==> src/pkg/caps_pkg.sv <==
`default_nettype none
package caps_pkg;

    localparam int ADDR_W = 12;
    localparam int DATA_W = 64;
    localparam int LIVE_W = 32;
    localparam int RATIO_W = 8;
    localparam int LIMIT_W = 15;

    // Register indices; the byte address is four times the index
    localparam logic [ADDR_W-1:0] PWR_INDEX = 12'h1ac;
    localparam logic [ADDR_W-1:0] RATIO_INDEX = 12'h1ad;
    localparam logic [ADDR_W-1:0] PWR_ADDR = {PWR_INDEX[9:0], 2'b00};
    localparam logic [ADDR_W-1:0] RATIO_ADDR = {RATIO_INDEX[9:0], 2'b00};

    // Field positions of the power/current register
    localparam int PWR_LIMIT_LSB = 0;
    localparam int PWR_LIMIT_MSB = 14;
    localparam int PWR_OVR_BIT = 15;
    localparam int CUR_LIMIT_LSB = 16;
    localparam int CUR_LIMIT_MSB = 30;
    localparam int CUR_OVR_BIT = 31;

    // Field positions of the boost-ratio register
    localparam int ONE_CORE_LSB = 0;
    localparam int TWO_CORE_LSB = 8;
    localparam int THREE_CORE_LSB = 16;
    localparam int FOUR_CORE_LSB = 24;

    // Capability bit that unlocks boost-ratio writes
    localparam int WRITABLE_BIT = 28;

    typedef struct packed {
        logic cur_ovr;
        logic [LIMIT_W-1:0] cur_limit;
        logic pwr_ovr;
        logic [LIMIT_W-1:0] pwr_limit;
    } pwr_caps_t;

    typedef struct packed {
        logic [RATIO_W-1:0] four;
        logic [RATIO_W-1:0] three;
        logic [RATIO_W-1:0] two;
        logic [RATIO_W-1:0] one;
    } ratio_caps_t;

    localparam pwr_caps_t PWR_RESET = 32'h0000_0000;
    localparam ratio_caps_t RATIO_RESET = 32'h0000_0000;
    localparam logic [DATA_W-1:0] RDATA_RESET = 64'h0;

    function automatic logic addr_hits(input logic [ADDR_W-1:0] a,
                                       input logic [ADDR_W-1:0] target);
        addr_hits = (a == target);
    endfunction

    // Upper word is reserved and always reads as zero
    function automatic logic [DATA_W-1:0] widen(input logic [LIVE_W-1:0] w);
        widen = {32'h0000_0000, w};
    endfunction

endpackage
`default_nettype wire

==> src/pkg/caps_if.sv <==
`timescale 1ns/10ps
`default_nettype none
interface caps_if;
    import caps_pkg::*;

    logic pwr_we;
    logic ratio_we;
    logic ratio_writable;
    logic [LIVE_W-1:0] wdata;
    pwr_caps_t pwr_q;
    ratio_caps_t ratio_q;

    modport ctrl(
        output pwr_we,
        output ratio_we,
        output ratio_writable,
        output wdata,
        input pwr_q,
        input ratio_q
    );
    modport pwr(
        input pwr_we,
        input wdata,
        output pwr_q
    );
    modport ratio(
        input ratio_we,
        input ratio_writable,
        input wdata,
        output ratio_q
    );
endinterface
`default_nettype wire

==> src/logic/power_current_ratio_limits.sv <==
// Summary of operation
// RULE_01: Power ceiling in bits 14:0, eighth watts
// RULE_02: Bit 15 enables power ceiling override
// RULE_03: Current ceiling in bits 30:16, eighth amps
// RULE_04: Bit 31 enables current ceiling override
// RULE_05: Ratio register writable only when capability bit set
// RULE_06: Bits 7:0 ratio for one core
// RULE_07: Bits 15:8 ratio for two cores
// RULE_08: Bits 23:16 ratio for three cores
// RULE_09: Bits 31:24 ratio for four cores
// RULE_10: Upper 32 bits read zero, writes discarded
// RULE_11: Locked ratio register ignores writes entirely
`timescale 1ns/10ps
`default_nettype none
module power_current_ratio_limits (
    input wire logic clk,
    input wire logic rst,
    input wire logic [caps_pkg::ADDR_W-1:0] addr,
    input wire logic [caps_pkg::DATA_W-1:0] wdata,
    input wire logic wr,
    input wire logic rd,
    input wire logic [caps_pkg::DATA_W-1:0] platform_capability_word,
    output wire logic [caps_pkg::DATA_W-1:0] rdata,
    output wire logic [caps_pkg::LIMIT_W-1:0] thermal_design_power_ceiling,
    output wire logic power_override_en,
    output wire logic [caps_pkg::LIMIT_W-1:0] design_current_ceiling,
    output wire logic current_override_en,
    output wire logic [caps_pkg::RATIO_W-1:0] one_core_ratio,
    output wire logic [caps_pkg::RATIO_W-1:0] two_core_ratio,
    output wire logic [caps_pkg::RATIO_W-1:0] three_core_ratio,
    output wire logic [caps_pkg::RATIO_W-1:0] four_core_ratio
);
    import caps_pkg::*;

    typedef struct packed {
        logic [DATA_W-1:0] rdata;
    } top_state_t;

    top_state_t state_reg;
    top_state_t state_next;

    caps_if u_if();

    pwr_caps_reg u_pwr (
        .clk(clk),
        .rst(rst),
        .bus(u_if)
    );

    ratio_caps_reg u_ratio (
        .clk(clk),
        .rst(rst),
        .bus(u_if)
    );

    // Reserved upper word never reaches storage
    assign u_if.wdata = wdata[LIVE_W-1:0]; // RULE_10
    assign u_if.pwr_we = wr && addr_hits(addr, PWR_ADDR);
    assign u_if.ratio_we = wr && addr_hits(addr, RATIO_ADDR);
    // Sampled live on each write; no latching of the capability bit
    assign u_if.ratio_writable = platform_capability_word[WRITABLE_BIT]; // RULE_05

    // Read data live one cycle only, zero otherwise
    always_comb begin
        state_next = state_reg;
        state_next.rdata = RDATA_RESET;
        if (rd) begin
            if (addr_hits(addr, PWR_ADDR)) begin
                state_next.rdata = widen(u_if.pwr_q); // RULE_10
            end else if (addr_hits(addr, RATIO_ADDR)) begin
                state_next.rdata = widen(u_if.ratio_q); // RULE_10
            end
        end
    end

    always_ff @(posedge clk) begin
        if (rst) begin
            state_reg <= '{rdata: RDATA_RESET};
        end else begin
            state_reg <= state_next;
        end
    end

    assign rdata = state_reg.rdata;
    assign thermal_design_power_ceiling = u_if.pwr_q.pwr_limit; // RULE_01
    assign power_override_en = u_if.pwr_q.pwr_ovr; // RULE_02
    assign design_current_ceiling = u_if.pwr_q.cur_limit; // RULE_03
    assign current_override_en = u_if.pwr_q.cur_ovr; // RULE_04
    assign one_core_ratio = u_if.ratio_q.one; // RULE_06
    assign two_core_ratio = u_if.ratio_q.two; // RULE_07
    assign three_core_ratio = u_if.ratio_q.three; // RULE_08
    assign four_core_ratio = u_if.ratio_q.four; // RULE_09
endmodule
`default_nettype wire

==> src/logic/pwr_caps_reg.sv <==
`timescale 1ns/10ps
`default_nettype none
module pwr_caps_reg (
    input wire logic clk,
    input wire logic rst,
    caps_if.pwr bus
);
    import caps_pkg::*;

    typedef struct packed {
        pwr_caps_t caps;
    } pwr_state_t;

    pwr_state_t state_reg;
    pwr_state_t state_next;

    always_comb begin
        state_next = state_reg;
        if (bus.pwr_we) begin
            state_next.caps = pwr_caps_t'(bus.wdata); // RULE_01
        end
    end

    always_ff @(posedge clk) begin
        if (rst) begin
            state_reg <= '{caps: PWR_RESET};
        end else begin
            state_reg <= state_next;
        end
    end

    assign bus.pwr_q = state_reg.caps;
endmodule
`default_nettype wire

==> src/logic/ratio_caps_reg.sv <==
`timescale 1ns/10ps
`default_nettype none
module ratio_caps_reg (
    input wire logic clk,
    input wire logic rst,
    caps_if.ratio bus
);
    import caps_pkg::*;

    typedef struct packed {
        ratio_caps_t caps;
    } ratio_state_t;

    ratio_state_t state_reg;
    ratio_state_t state_next;

    always_comb begin
        state_next = state_reg;
        // Locked writes are dropped silently, no error is flagged
        if (bus.ratio_we && bus.ratio_writable) begin // RULE_05 RULE_11
            state_next.caps = ratio_caps_t'(bus.wdata);
        end
    end

    always_ff @(posedge clk) begin
        if (rst) begin
            state_reg <= '{caps: RATIO_RESET};
        end else begin
            state_reg <= state_next;
        end
    end

    assign bus.ratio_q = state_reg.caps;
endmodule
`default_nettype wire

==> config.mk <==
export PLATFORM = sky130hd
export DESIGN_NAME = power_current_ratio_limits
export DESIGN_NICKNAME = d
export VERILOG_FILES = /design/src/pkg/caps_pkg.sv /design/src/pkg/caps_if.sv /design/src/logic/power_current_ratio_limits.sv /design/src/logic/pwr_caps_reg.sv /design/src/logic/ratio_caps_reg.sv
export SDC_FILE = /design/constraint.sdc
export NUM_CORES = 1
export LEC_CHECK = 0
export BUFFER_PORTS_ARGS = -buffer_cell sky130_fd_sc_hd__buf_4
export CORE_AREA = 2 2 104 106
export CTS_CLUSTER_DIAMETER = 60
export DETAILED_ROUTE_END_ITERATION = 16
export DIE_AREA = 0 0 106 108
export PLACE_DENSITY = 0.82
export SLEW_MARGIN = 10
export SYNTH_ARGS = -nofsm -noshare
export SYNTH_HDL_FRONTEND = slang
export SYNTH_SLANG_ARGS = --single-unit
==> constraint.sdc <==
create_clock -name clk -period 1.74 [get_ports clk]
set_clock_uncertainty 0.05 [all_clocks]
set_input_delay 0.348 -clock clk [delete_from_list [all_inputs] [get_ports clk]]
set_output_delay 0.348 -clock clk [all_outputs]
set_load 0.01 [all_outputs]
## After elaboration in Yosys (flattened, before gate mapping)

Index checks and enable logic that the tools add are counted.

- Register bits: 128
- Latch bits: 0
- RAM bits: 0
- Memory bits (read-only): 0
- Input port bits: 144
- Output and inout port bits: 128
- Logic and storage cells: 20
- Memories kept: 0

- Add/sub/neg operators: 0
- Multiply operators: 0
- Divide/modulo/power cells: 0
- Magnitude comparators: 0
- Eq/ne operators: 2
- Shifts and indexed selects: 0
- Mux-type cells: 2
- Bitwise gates (word level): 1
- Reduce and logical (&&, ||, !) cells: 5

Operators with widths:

| kind | count |
|---|---|
| 2-to-1 mux 32 bit | 2 |
| == test 12 x 11 -> 1 bit (second input constant) | 2 |
| logical AND 1 bit | 3 |
| OR reduction 3 bit | 1 |
| OR reduction 2 bit | 1 |
| NOT 1 bit | 1 |

## Longest topological paths before layout

- Depth after elaboration: 3
- Depth in mapped cells: 5
- Depth with buffers taken out: 3

## By module

From an unflattened synthesis, not the netlist that was laid out.

- Cell total of the unflattened synthesis: 393
- Area total of the unflattened synthesis: 4181.5 um2

By module, submodules not included:

| module | times used | cells each | area each (um2) | seq. area each (um2) |
|---|---|---|---|---|
| ratio_caps_reg | 1 | 145 | 1522.7 | 640.6 |
| power_current_ratio_limits | 1 | 145 | 1495.2 | 640.6 |
| pwr_caps_reg | 1 | 103 | 1163.6 | 640.6 |

## Worst setup path after synthesis

No wires, ideal clock.

- Path type: input port to flip-flop
- Start: in addr[2] (netlist bit)
- End: reg u_ratio.state_reg (netlist bit u_ratio.bus.ratio_q[0])
- Setup time: 120 ps
- Data arrival time: 1227 ps
- Required time: 1570 ps
- Setup slack: 344 ps
- Cell stages on the path: 5
- Buffers on the path: 2
- Cells stage by stage: clkbuf_1 -> and2_1 -> nand4_2 -> buf_6 -> mux2i_1

- Word-level cells in the longest chain between the ends: 3

RTL lines:

| what | RTL line | text |
|---|---|---|
| start, declared | power_current_ratio_limits.sv:18 | `input wire logic [caps_pkg::ADDR_W-1:0] addr,` |
| == test 12 x 11 -> 1 bit | caps_pkg.sv:53 | `addr_hits = (a == target);` |
| logical AND 1 bit | power_current_ratio_limits.sv:59 | `assign u_if.ratio_we = wr && addr_hits(addr, RATIO_ADDR);` |
| logical AND 1 bit | ratio_caps_reg.sv:20 | `if (bus.ratio_we && bus.ratio_writable) begin` |
| end signal, assigned | ratio_caps_reg.sv:27 | `state_reg <= '{caps: RATIO_RESET};` |
| end signal, assigned | ratio_caps_reg.sv:29 | `state_reg <= state_next;` |
| end, declared | ratio_caps_reg.sv:14 | `ratio_state_t state_reg;` |

No other way between the ends.
A chain may end at the register's enable or synchronous reset.

## Worst setup path after layout

- Start: reg u_pwr.state_reg (netlist bit u_pwr.bus.pwr_q[20])
- End: out design_current_ceiling[4] (netlist bit)

RTL lines:

| what | RTL line | text |
|---|---|---|
| start, declared | pwr_caps_reg.sv:14 | `pwr_state_t state_reg;` |
| start signal, assigned | pwr_caps_reg.sv:26 | `state_reg <= '{caps: PWR_RESET};` |
| start signal, assigned | pwr_caps_reg.sv:28 | `state_reg <= state_next;` |
| end, declared | power_current_ratio_limits.sv:26 | `output wire logic [caps_pkg::LIMIT_W-1:0] design_current_ceiling,` |

No word-level cell between the ends.

==> flow_metrics.tcl <==
set metrics [dict create \
    cts_made_buffers 9 \
    fin_util 0.527 \
    die_y_um 108 \
    cts_setup_buffers 0 \
    clk_latency_ns 0.35 \
    final_common_cell "buf_4" \
    grt.overflow.total 0 \
    cts_hold_buf 0 \
    avgRoutedWirePerCell_um 13.9 \
    yosys-top-cells-area "dfxtp_1, mux2i_1, nand2b_1" \
    floorplan.initialDensity 0.398 \
    yosys_register_bits 96 \
    dr.pass1.iters 4 \
    track_usage 0.160 \
    setup.worst_path.class "register to output pin" \
    area_delta_synth_final_pct 32.2 \
    cts_htree_levels 3 \
    hold_start "wdata[19]" \
    synth_top_area_cell "dfxtp_1" \
    dp_hpwl_um 6660 \
    worstReg2RegEnd "u_ratio.bus.ratio_q[21]" \
    critPathCaptureType "output pin" \
    rr_startpoint "u_ratio.bus.ratio_q[21]" \
    clk_pin_slew_ns 0.10 \
    fill_cells 922 \
    start_kind "register" \
    critPathArrivalTime_ns 0.88 \
    rr_worst_depth 2 \
    dp_worst_setup_slack_ns 0.177 \
    layout-drive-gt1-share 0.326 \
    layout_min_cycle_time_ns 1.28 \
    antenna_found_initial 0 \
    critPathTopFamily "flip-flops" \
    cts_resized 0 \
    max_stage_delay_ns 0.39 \
    fmax_mhz 780 \
    antenna_left 0 \
    pin_count 272 \
    crit_fanout 3 \
    n_antenna_cell 0 \
    hold_end "u_pwr.bus.pwr_q[19]" \
    grt_max_degree 49 \
    finalCritPeriodShare 0.737 \
    cts_tree "yes" \
    layout.nets 667 \
    ir_drop_uv 461 \
    cts_root_buffer "clkbuf_8" \
    dp.cells 648 \
    setup_ws_ns 0.458 \
    rsz0062_at_grt "false" \
    min_path_cells 3 \
    path_cells "buf_4" \
    synth_cells 384 \
    viasPerCell 4.54 \
    final.setup.tns_ns 0 \
    grt_pass1_wl_um 14600 \
    drc 0 \
    hold_ws_ns 0.233 \
    p_per_area_nw_per_um2 763 \
    final_cells 664 \
    critPathSlowestCell "dfxtp_1" \
    globalplace.congestion 0.714 \
    die-area_sq_um 11400 \
    finalSetupViolations 0 \
    yosys_warnings 0 \
    rrSetupSlack_ns 1.03 \
    synth_top_cell_area_share 0.472 \
    drv_cap 0 \
    final_cell_mix "buf_4, mux2i_1, nand2b_1, dfxtp_1" \
    routed_wl_um 9250 \
    critPathBufInv 1 \
    syn_avg_cell_area_sq_um 10.6 \
    synth_area_sq_um 4080 \
    clock-sinks 96 \
    drt_iter0_markers 84 \
    synth_cell_types 17 \
    status "finished clean" \
    core_sq_um 10200 \
    clockBufferDepth 2 \
    vias 3014 \
    grt_pass1_vias 3079 \
    critical_path_required_ns 1.34 \
    leakagePower_uw 0.00281 \
    ys_seq_area_frac 0.472 \
    rows 37 \
    fp.dieW_um 106 \
    hold_violations 0 \
    place.port_buffers 144 \
    drv_slew 0 \
    holdCritPathClass "primary input to register" \
]
cells in the mapped netlist:
cell type  count
and2_1         1
mux2i_1       96
nor4_1         1
nor2_1        32
buf_4         32
and4bb_2       1
nand4b_2       1
clkbuf_1      14
dfxtp_1       96
conb_1         1
buf_2          3
buf_6          6
and4b_1        1
nand4_1        1
nand2b_1      96
nand4_2        1
nor4b_4        1
how the worst max path moves through the flow:
stage	slack (ns)	endpoint	startpoint	cells past startpoint
2_1_floorplan	0.34	u_ratio.bus.ratio_q[0]	addr[2]	5
3_3_place_gp	0.23	u_pwr.bus.pwr_q[9]	addr[1]	5
3_5_place_dp	0.18	u_pwr.bus.pwr_q[11]	addr[1]	5
4_1_cts	0.43	four_core_ratio[6]	u_ratio.bus.ratio_q[30]	1
5_1_grt	0.40	design_current_ceiling[3]	u_pwr.bus.pwr_q[19]	1
6_report	0.46	design_current_ceiling[4]	u_pwr.bus.pwr_q[20]	1
logic make-up after synthesis:
| kind of cell | Yosys count | synth area share |
|---|---|---|
| simple gates | 136 | 0.200 |
| mux | 96 | 0.236 |
| other cells | 1 | 0.000920 |
| buf+inv | 55 | 0.0921 |
| flops | 96 | 0.472 |
layer usage:
layer	part of all wire	track usage	vias to the layer above	wire length, um
met2	0.50	0.284	111	4610
met5	0	0	-	0
met3	0.066	0.0428	16	612
met4	0.017	0.0573	0	161
li1	-	-	1470	-
met1	0.42	0.188	1417	3860
registers in the layout, summed over array words and instances (netlist names):
signal / count
rdata: 32
u_pwr.bus.pwr_q: 32
u_ratio.bus.ratio_q: 32
final cells by class:
cell class	instances	area (sq um)	share of cell area
Tap cell	136	170	0.0316
Timing Repair Buffer	152	1170	0.216
Sequential cell	96	1920	0.357
Multi-Input combinational cell	264	1890	0.352
Clock inverter	6	97.6	0.0181
Clock buffer	10	138	0.0255
report_power, final:
part	internal, uW	switching, uW	leakage [uW]	total [uW]
clock network	872	788	0.000119	1660
logic	135	122	0.00191	256
registers	2200	0.0945	0.000773	2200
total	3200	910	0.00281	4110
metrics by stage:
step	power, uW	instance area (sq um)
5_1_grt	4290	5390
3_5_place_dp	2500	5150
3_3_place_gp	2500	5150
6_report	4110	5390
2_1_floorplan	2440	4190
4_1_cts	4180	5390
(Power assumes the default switching activity.)
